[src/design/periph_map_pkg.sv]
// shared constants and carriers for the peripheral decode and vector map
package periph_map_pkg;

    // ----------------------------------------
    // peripheral window bases and sizes
    // ----------------------------------------
    localparam int ADDR_W = 16;
    localparam int NUM_WIN = 34;
    localparam logic [15:0] WIN_BASE [NUM_WIN] = '{
        16'h0000, 16'h0004, 16'h0008, 16'h001c, 16'h0030, 16'h0040, 16'h0050, 16'h0060,
        16'h0080, 16'h00a0, 16'h0100, 16'h0110, 16'h0120, 16'h0140, 16'h0180, 16'h01c0,
        16'h0200, 16'h0400, 16'h0420, 16'h0440, 16'h0600, 16'h0670, 16'h0680, 16'h0800,
        16'h0810, 16'h0820, 16'h0a00, 16'h0a40, 16'h0a80, 16'h0f00, 16'h1000, 16'h1100,
        16'h1280, 16'h1300
    };
    // window end (exclusive) is given per window; it equals the next base only where windows abut
    localparam logic [15:0] WIN_END [NUM_WIN] = '{
        16'h0004, 16'h0008, 16'h000c, 16'h0020, 16'h0040, 16'h0050, 16'h0060, 16'h0080,
        16'h00a0, 16'h00c0, 16'h0110, 16'h0120, 16'h0140, 16'h0180, 16'h01c0, 16'h0200,
        16'h0240, 16'h0420, 16'h0440, 16'h0460, 16'h0670, 16'h0680, 16'h0690, 16'h0810,
        16'h0820, 16'h0830, 16'h0a40, 16'h0a80, 16'h0b00, 16'h0f40, 16'h1100, 16'h1180,
        16'h1300, 16'h1380
    };
    // window indices of the parts that depend on pin count
    localparam int WIN_VPORT_SECOND = 1;
    localparam int WIN_VPORT_THIRD = 2;
    localparam int WIN_PORT_SECOND_CONFIG = 18;
    localparam int WIN_PORT_THIRD_CONFIG = 19;
    localparam int PINS_SECOND_PORT = 14;
    localparam int PINS_THIRD_PORT = 20;

    // ----------------------------------------
    // vectors
    // ----------------------------------------
    localparam int NUM_VEC = 11;
    localparam logic [7:0] VEC_RESET = 8'h00;
    localparam int VEC_CHECKSUM_NMI = 1;
    localparam int VEC_VOLTAGE_MONITOR = 2;
    localparam int VEC_PORT_FIRST = 3;
    localparam int VEC_PORT_SECOND = 4;
    localparam int VEC_PORT_THIRD = 5;
    localparam int VEC_RTC_COUNT = 6;
    localparam int VEC_PERIODIC_TICK = 7;
    localparam int VEC_TIMER_A_OVF = 8;
    localparam int VEC_TIMER_A_HIGH = 9;
    localparam int VEC_TIMER_A_CMP0 = 10;
    localparam int SRC_W = 8;

    // ----------------------------------------
    // carriers
    // ----------------------------------------
    typedef struct packed {
        logic valid;
        logic [ADDR_W-1:0] addr;
    } access_t;

    typedef struct packed {
        logic hit;
        logic [5:0] index;
        logic [NUM_WIN-1:0] select;
    } decode_t;

    typedef struct packed {
        logic pending;
        logic [7:0] word_addr;
        logic [NUM_VEC-1:0] request;
    } vector_t;

endpackage

[src/design/periph_vector_map.sv]
// peripheral address decode with per-vector interrupt flag, enable and request logic
`timescale 1ns/1ps

// How it works
// - a source's condition pulse sets its sticky flag bit
// - software writes decide each source's enable bit
// - a source requests only while its enable and flag are both set; vector 1 requests on its flag alone
// - the request holds until the flag clears, not when the condition goes
// - no request except vector 1 reaches the core without the global enable
// - each vector serves one peripheral; its sources are or-ed together
// - vector 1 is the checksum nonmaskable one; vector 0 is reset entry
// - vector 2 carries the brown-out voltage monitor
// - second port needs 14 pins, third port needs 20 pins
// - vectors 6 and 7 carry the real-time counter and its periodic tick
// - vector 8 is timer A overflow, or low-half underflow when split
// - vector 9 is unused normally, high-half underflow when split
// - vector 10 is timer A compare 0, or low-half compare 0 when split
// - gpio window at 0x001c, core registers at 0x0030
// - watchdog 0x0100, interrupt controller 0x0110, checksum scanner 0x0120
// - event router 0x0180, logic block 0x01c0, pin multiplexer 0x0200
// - port config blocks at 0x0400, 0x0420, 0x0440
// - converters and comparator at 0x0600, 0x0670, 0x0680
// - serial units at 0x0800, 0x0810, 0x0820
// - timers A, B, D at 0x0a00, 0x0a40, 0x0a80
// - nonvolatile controller 0x1000, signature row 0x1100, fuses 0x1280
// - reset, sleep, clock controllers at 0x0040, 0x0050, 0x0060
// - vectors 11 and up lie outside this block
module periph_vector_map #(
    parameter int PIN_COUNT = 20
) (
    // clock and reset
    input wire logic core_clk,
    input wire logic reset,
    // access from the core
    input wire periph_map_pkg::access_t access,
    // interrupt sources, one slot per source of each vector
    input wire logic [periph_map_pkg::NUM_VEC-1:0][periph_map_pkg::SRC_W-1:0] source_event,
    input wire logic [periph_map_pkg::NUM_VEC-1:0][periph_map_pkg::SRC_W-1:0] source_clear,
    input wire logic [periph_map_pkg::NUM_VEC-1:0][periph_map_pkg::SRC_W-1:0] source_enable_wdata,
    input wire logic [periph_map_pkg::NUM_VEC-1:0] source_enable_write,
    input wire logic global_enable,
    input wire logic timer_a_split,
    // results
    output periph_map_pkg::decode_t decode,
    output periph_map_pkg::vector_t vector,
    output logic [periph_map_pkg::NUM_VEC-1:0][periph_map_pkg::SRC_W-1:0] source_flag_bit,
    output logic [periph_map_pkg::NUM_VEC-1:0][periph_map_pkg::SRC_W-1:0] source_enable_bit
);

    // ----------------------------------------
    // state
    // ----------------------------------------
    typedef struct packed {
        periph_map_pkg::decode_t decode;
        periph_map_pkg::vector_t vector;
        logic [periph_map_pkg::NUM_VEC-1:0][periph_map_pkg::SRC_W-1:0] flag;
        logic [periph_map_pkg::NUM_VEC-1:0][periph_map_pkg::SRC_W-1:0] enable;
    } state_t;

    state_t st;
    state_t next_st;

    // which vectors exist on this pin count
    function automatic logic vector_present(input int v);
        if (v == periph_map_pkg::VEC_PORT_SECOND) begin
            return PIN_COUNT >= periph_map_pkg::PINS_SECOND_PORT;
        end
        if (v == periph_map_pkg::VEC_PORT_THIRD) begin
            return PIN_COUNT >= periph_map_pkg::PINS_THIRD_PORT;
        end
        return 1'b1;
    endfunction

    // which windows exist on this pin count
    function automatic logic window_present(input int w);
        if (w == periph_map_pkg::WIN_VPORT_SECOND || w == periph_map_pkg::WIN_PORT_SECOND_CONFIG) begin
            return PIN_COUNT >= periph_map_pkg::PINS_SECOND_PORT;
        end
        if (w == periph_map_pkg::WIN_VPORT_THIRD || w == periph_map_pkg::WIN_PORT_THIRD_CONFIG) begin
            return PIN_COUNT >= periph_map_pkg::PINS_THIRD_PORT;
        end
        return 1'b1;
    endfunction

    // ----------------------------------------
    // decode and vector logic
    // ----------------------------------------
    logic [periph_map_pkg::NUM_VEC-1:0][periph_map_pkg::SRC_W-1:0] active;
    logic [periph_map_pkg::NUM_VEC-1:0] vec_req;

    always_comb begin
        next_st = st;
        // flags: the event wins over a clear in the same cycle
        for (int v = 0; v < periph_map_pkg::NUM_VEC; v++) begin
            next_st.flag[v] = (st.flag[v] & ~source_clear[v]) | source_event[v];
            if (source_enable_write[v]) begin
                next_st.enable[v] = source_enable_wdata[v];
            end
            if (!vector_present(v) || v == 0) begin
                next_st.flag[v] = '0;
                next_st.enable[v] = '0;
            end
        end
        // vector 9 has no source outside split mode
        if (!timer_a_split) begin
            next_st.flag[periph_map_pkg::VEC_TIMER_A_HIGH] = '0;
        end
        // sources per vector: 1 checksum 2 monitor 6/7 counter
        // 8 overflow or low underflow 10 compare 0 or low compare 0
        for (int v = 0; v < periph_map_pkg::NUM_VEC; v++) begin
            active[v] = st.flag[v] & st.enable[v];
            vec_req[v] = |active[v];
        end
        // nonmaskable vector ignores the global enable
        for (int v = 0; v < periph_map_pkg::NUM_VEC; v++) begin
            if (v != periph_map_pkg::VEC_CHECKSUM_NMI && !global_enable) begin
                vec_req[v] = 1'b0;
            end
        end
        vec_req[periph_map_pkg::VEC_CHECKSUM_NMI] = |st.flag[periph_map_pkg::VEC_CHECKSUM_NMI];
        next_st.vector.request = vec_req;
        next_st.vector.pending = 1'b0;
        next_st.vector.word_addr = periph_map_pkg::VEC_RESET;
        // lowest number wins, as a fixed priority
        for (int v = periph_map_pkg::NUM_VEC - 1; v > 0; v--) begin
            if (vec_req[v]) begin
                next_st.vector.pending = 1'b1;
                next_st.vector.word_addr = 8'(v);
            end
        end
        // address decode; windows do not overlap, so at most one hits
        next_st.decode = '0;
        for (int w = 0; w < periph_map_pkg::NUM_WIN; w++) begin
            if (access.valid && window_present(w) && access.addr >= periph_map_pkg::WIN_BASE[w]
                && access.addr < periph_map_pkg::WIN_END[w]) begin
                next_st.decode.select[w] = 1'b1;
                next_st.decode.hit = 1'b1;
                next_st.decode.index = 6'(w);
            end
        end
    end

    always_ff @(posedge core_clk or posedge reset) begin
        if (reset) begin
            st <= '0;
        end else begin
            st <= next_st;
        end
    end

    // ----------------------------------------
    // outputs
    // ----------------------------------------
    assign decode = st.decode;
    assign vector = st.vector;
    assign source_flag_bit = st.flag;
    assign source_enable_bit = st.enable;

endmodule

[config.mk]
export PLATFORM = sky130hd
export DESIGN_NAME = periph_vector_map
export DESIGN_NICKNAME = d
export VERILOG_FILES = /design/src/design/periph_map_pkg.sv /design/src/design/periph_vector_map.sv
export SDC_FILE = /design/constraint.sdc
export NUM_CORES = 1
export LEC_CHECK = 0
export ABC_CLOCK_PERIOD_IN_PS = 10500
export BUFFER_PORTS_ARGS = -buffer_cell sky130_fd_sc_hd__buf_4
export CAP_MARGIN = 20
export CORE_AREA = 2 2 205 207
export CTS_CLUSTER_SIZE = 10
export DETAILED_ROUTE_END_ITERATION = 10
export DIE_AREA = 0 0 207 209
export GPL_TIMING_DRIVEN = 0
export SLEW_MARGIN = 0
export SYNTH_ARGS = -nofsm -noshare
export SYNTH_HDL_FRONTEND = slang
export SYNTH_SLANG_ARGS = --single-unit
[constraint.sdc]
create_clock -name core_clk -period 10.5 [get_ports core_clk]
set_clock_uncertainty 0.15 [all_clocks]
set_input_delay 1.05 -clock core_clk [delete_from_list [all_inputs] [get_ports core_clk]]
set_output_delay 1.05 -clock core_clk [all_outputs]
set_load 0.01 [all_outputs]
==> flow_summary.yaml <==
run_status:
  status: "completed"
sta:
  finalHoldViolations: 0
  worstMarginPinSlew_ns: 0.806
  min_period_over_period: 0.271
  period_needed_ns: 2.84
  fmax_ghz: 0.352
  rsz0062_at_grt: "false"
  timing.hold.ws_ns: 0.356
  setup_violations: 0
  drv_slew: 0
  final.setup.tns_ns: 0
  max_slew_margin: 0.462
cells_and_area:
  drive_gt1_frac: 0.489
  nets: 1547
  final_util: 0.338
  fillers: 4167
  antenna_cells: 0
  syn_to_final_growth_pct: 57.3
yosys:
  synth_most_common_cell: "dfrtp_1"
  synth_common_cells: "dfrtp_1 (216), inv_1 (84), mux2_2 (80)"
  synth-edff-count: 0
  synth_ff_type: "dfrtp_1"
  syn_avg_cell_area_um2: 12.2
  yosysSeqAreaShare: 0.609
  netlist_area_um2: 8870
  synth_area_leader_cell: "dfrtp_1"
  yosys.area.top_type_share: 0.609
  ys_warn_count: 0
  synth_seq_cells: 216
  ys_types: 54
  syn-instance-count: 730
  netlist_top_cells_area: "dfrtp_1 (61%), mux2_2 (10%), a21o_1 (6.1%), inv_1 (3.6%), a22oi_1 (3.1%)"
  async_reset_ff_frac: 1.00
power_and_ir_drop:
  p_int_uw: 1570
  total_power_uw: 2100
  pwr-share-seq: 0.447
  p_sw_frac: 0.252
  p_comb_frac: 0.162
  total_leakage_power_uw: 0.00704
  power.switching_uw: 529
  p_per_area_nw_per_um2: 150
  irDropWorstVdd_uv: 105
  clockPowerShare: 0.392
route:
  avgRoutedWirePerCell_um: 17.7
  detail-route-antenna-nets: 0
  first_pass_iters: 5
  wirelength_um: 31900
  drt-vias-per-instance: 4.27
  num_vias: 7688
  drcViolationCount: 0
  drtIter0Drc: 314
setup_path:
  worstSetupPathType: "input pin to register"
  crit_buf_inv: 2
  cp.arrival_ns: 3.11
  required_ns: 10.77
  critical-path-max-stage-delay_ns: 0.72
  cp_cell_sequence: "buf_4 -> nor4b_2 -> clkbuf_1 -> nand4_1 -> o221ai_1 -> nor4_1 -> o31ai_1"
  critical_path.slowest_cell: "nor4b_2"
  crit_family: "simple AND/OR/NAND/NOR gates"
  cp_max_fo: 10
  critPathCaptureType: "register"
  startpoint_type: "input pin"
floorplan:
  fp.dieH_um: 209
  rows: 75
  core-area_um2: 41300
  pin_count: 533
  initial_core_util: 0.215
  die_w_um: 207
  dieArea_um2: 43300
global_routing:
  grt_pass1_vias: 7885
  gr-total-overflow: 0
  antenna_found_initial: 0
  grt_first_pass_wirelength_um: 47900
  grt.total_usage: 0.141
  grt_max_degree: 114
clock_network:
  clkTransAtPathRegs_ns: 0.05
  clk-insertion-delay-late_ns: 0.52
  cts_sinks: 216
  htreeDepth: 1
  numCtsBuffers: 27
  holdBufCountCts: 0
  cts_tree: "done"
  cts.path.max_buffers: 3
  postCtsSetupBuffers: 0
  clock-root-buffer: "clkbuf_16"
  ctsResizeCount: 0
placement:
  place.port_buffers: 471
  dp_hpwl_um: 25700
  place_congestion: 0.892
job:
  maxCapViolCount: 0
hold_path:
  hp-class: "register to register"
==> layout make-up <==
| type | count | area [um2] | share of cell area |
|---|---|---|---|
| multi-input cells | 403 | 2970 | 0.213 |
| repair buffers | 472 | 3560 | 0.255 |
| well taps | 539 | 674 | 0.0483 |
| flip-flops and latches | 216 | 5410 | 0.387 |
| clock inverters | 3 | 17.5 | 0.00125 |
| plain buffers | 47 | 256 | 0.0184 |
| clock buffers | 36 | 749 | 0.0537 |
| inverters | 84 | 323 | 0.0231 |
==> cell usage in the layout, fill, tap and decap left out, types with 2 or more instances in the layout <==
master / count
buf_4: 492
dfrtp_1: 216
inv_1: 83
mux2_2: 80
a21o_1: 72
a22oi_1: 37
nor2_1: 32
clkbuf_1: 27
clkbuf_16: 27
conb_1: 21
nand2_1: 18
nand3_1: 14
nor4_1: 14
nand4_1: 12
nor2b_1: 12
nor3_1: 11
o21a_1: 9
o21ai_0: 6
a21oi_1: 6
and2_1: 5
nor4b_1: 5
a41oi_1: 5
o31ai_1: 4
clkbuf_8: 4
buf_1: 3
and3_1: 3
nand2b_1: 2
nor3b_1: 2
nand3b_1: 2
and3b_1: 2
a211oi_1: 2
o21ba_2: 2
a31oi_1: 2
xnor2_1: 2
clkinv_2: 2
==> flip-flops by register name (all words and copies together), names as in the netlist <==
signal,cells
source_enable_bit,80
decode,41
source_flag_bit,80
vector,15
==> power groups by stage <==
stage                     registers (uW)  clock network, uW  logic (uW)
final                                938                821         339
after global routing                 945                886         367
after CTS                            938                855         345
after detailed placement             952                  0         344
after global placement               951                  0         341
after floorplan                      964                  0         113
==> final timing paths <==
| check | cells past startpoint | from | to | slack [ns] |
|---|---|---|---|---|
| max | 7 | access[13] | decode[34] | 7.66 |
| min | 1 | source_enable_bit[8] | source_enable_bit[8] | 0.36 |
| max reg2reg | 5 | source_enable_bit[42] | vector[14] | 8.40 |
| min reg2reg | 1 | source_enable_bit[8] | source_enable_bit[8] | 0.36 |
| max in group asynchronous | 3 | reset | source_enable_bit[62] | 8.72 |
| min in group asynchronous | 2 | reset | source_flag_bit[76] | 0.45 |
==> metrics by stage <==
step	instance area (um2)	std cells	setup WS, ns
global route	14000	1800	7.60
global placement	13200	1760	0.847
floorplan	8950	750	3.39
CTS	14000	1800	7.72
detailed placement	13200	1761	7.15
finish	14000	1800	7.66
==> per-layer routing <==
| layer | vias to the layer above | track usage | share of wire |
|---|---|---|---|
| met4 | 0 | 0.0379 | 0.022 |
| met3 | 42 | 0.0320 | 0.070 |
| met2 | 346 | 0.253 | 0.51 |
| met5 | - | 0 | 0 |
| li1 | 3559 | - | - |
| met1 | 3741 | 0.170 | 0.39 |
==> cells by family after synthesis <==
group / count (synthesis) / share of synthesized area
flops: 216 / 0.609
compound gates: 156 / 0.132
simple gates: 144 / 0.0907
buf+inv: 131 / 0.0645
mux: 80 / 0.102
xor+xnor: 2 / 0.00197
other cells: 1 / 0.000423
Power figures use the tool's default switching activity.
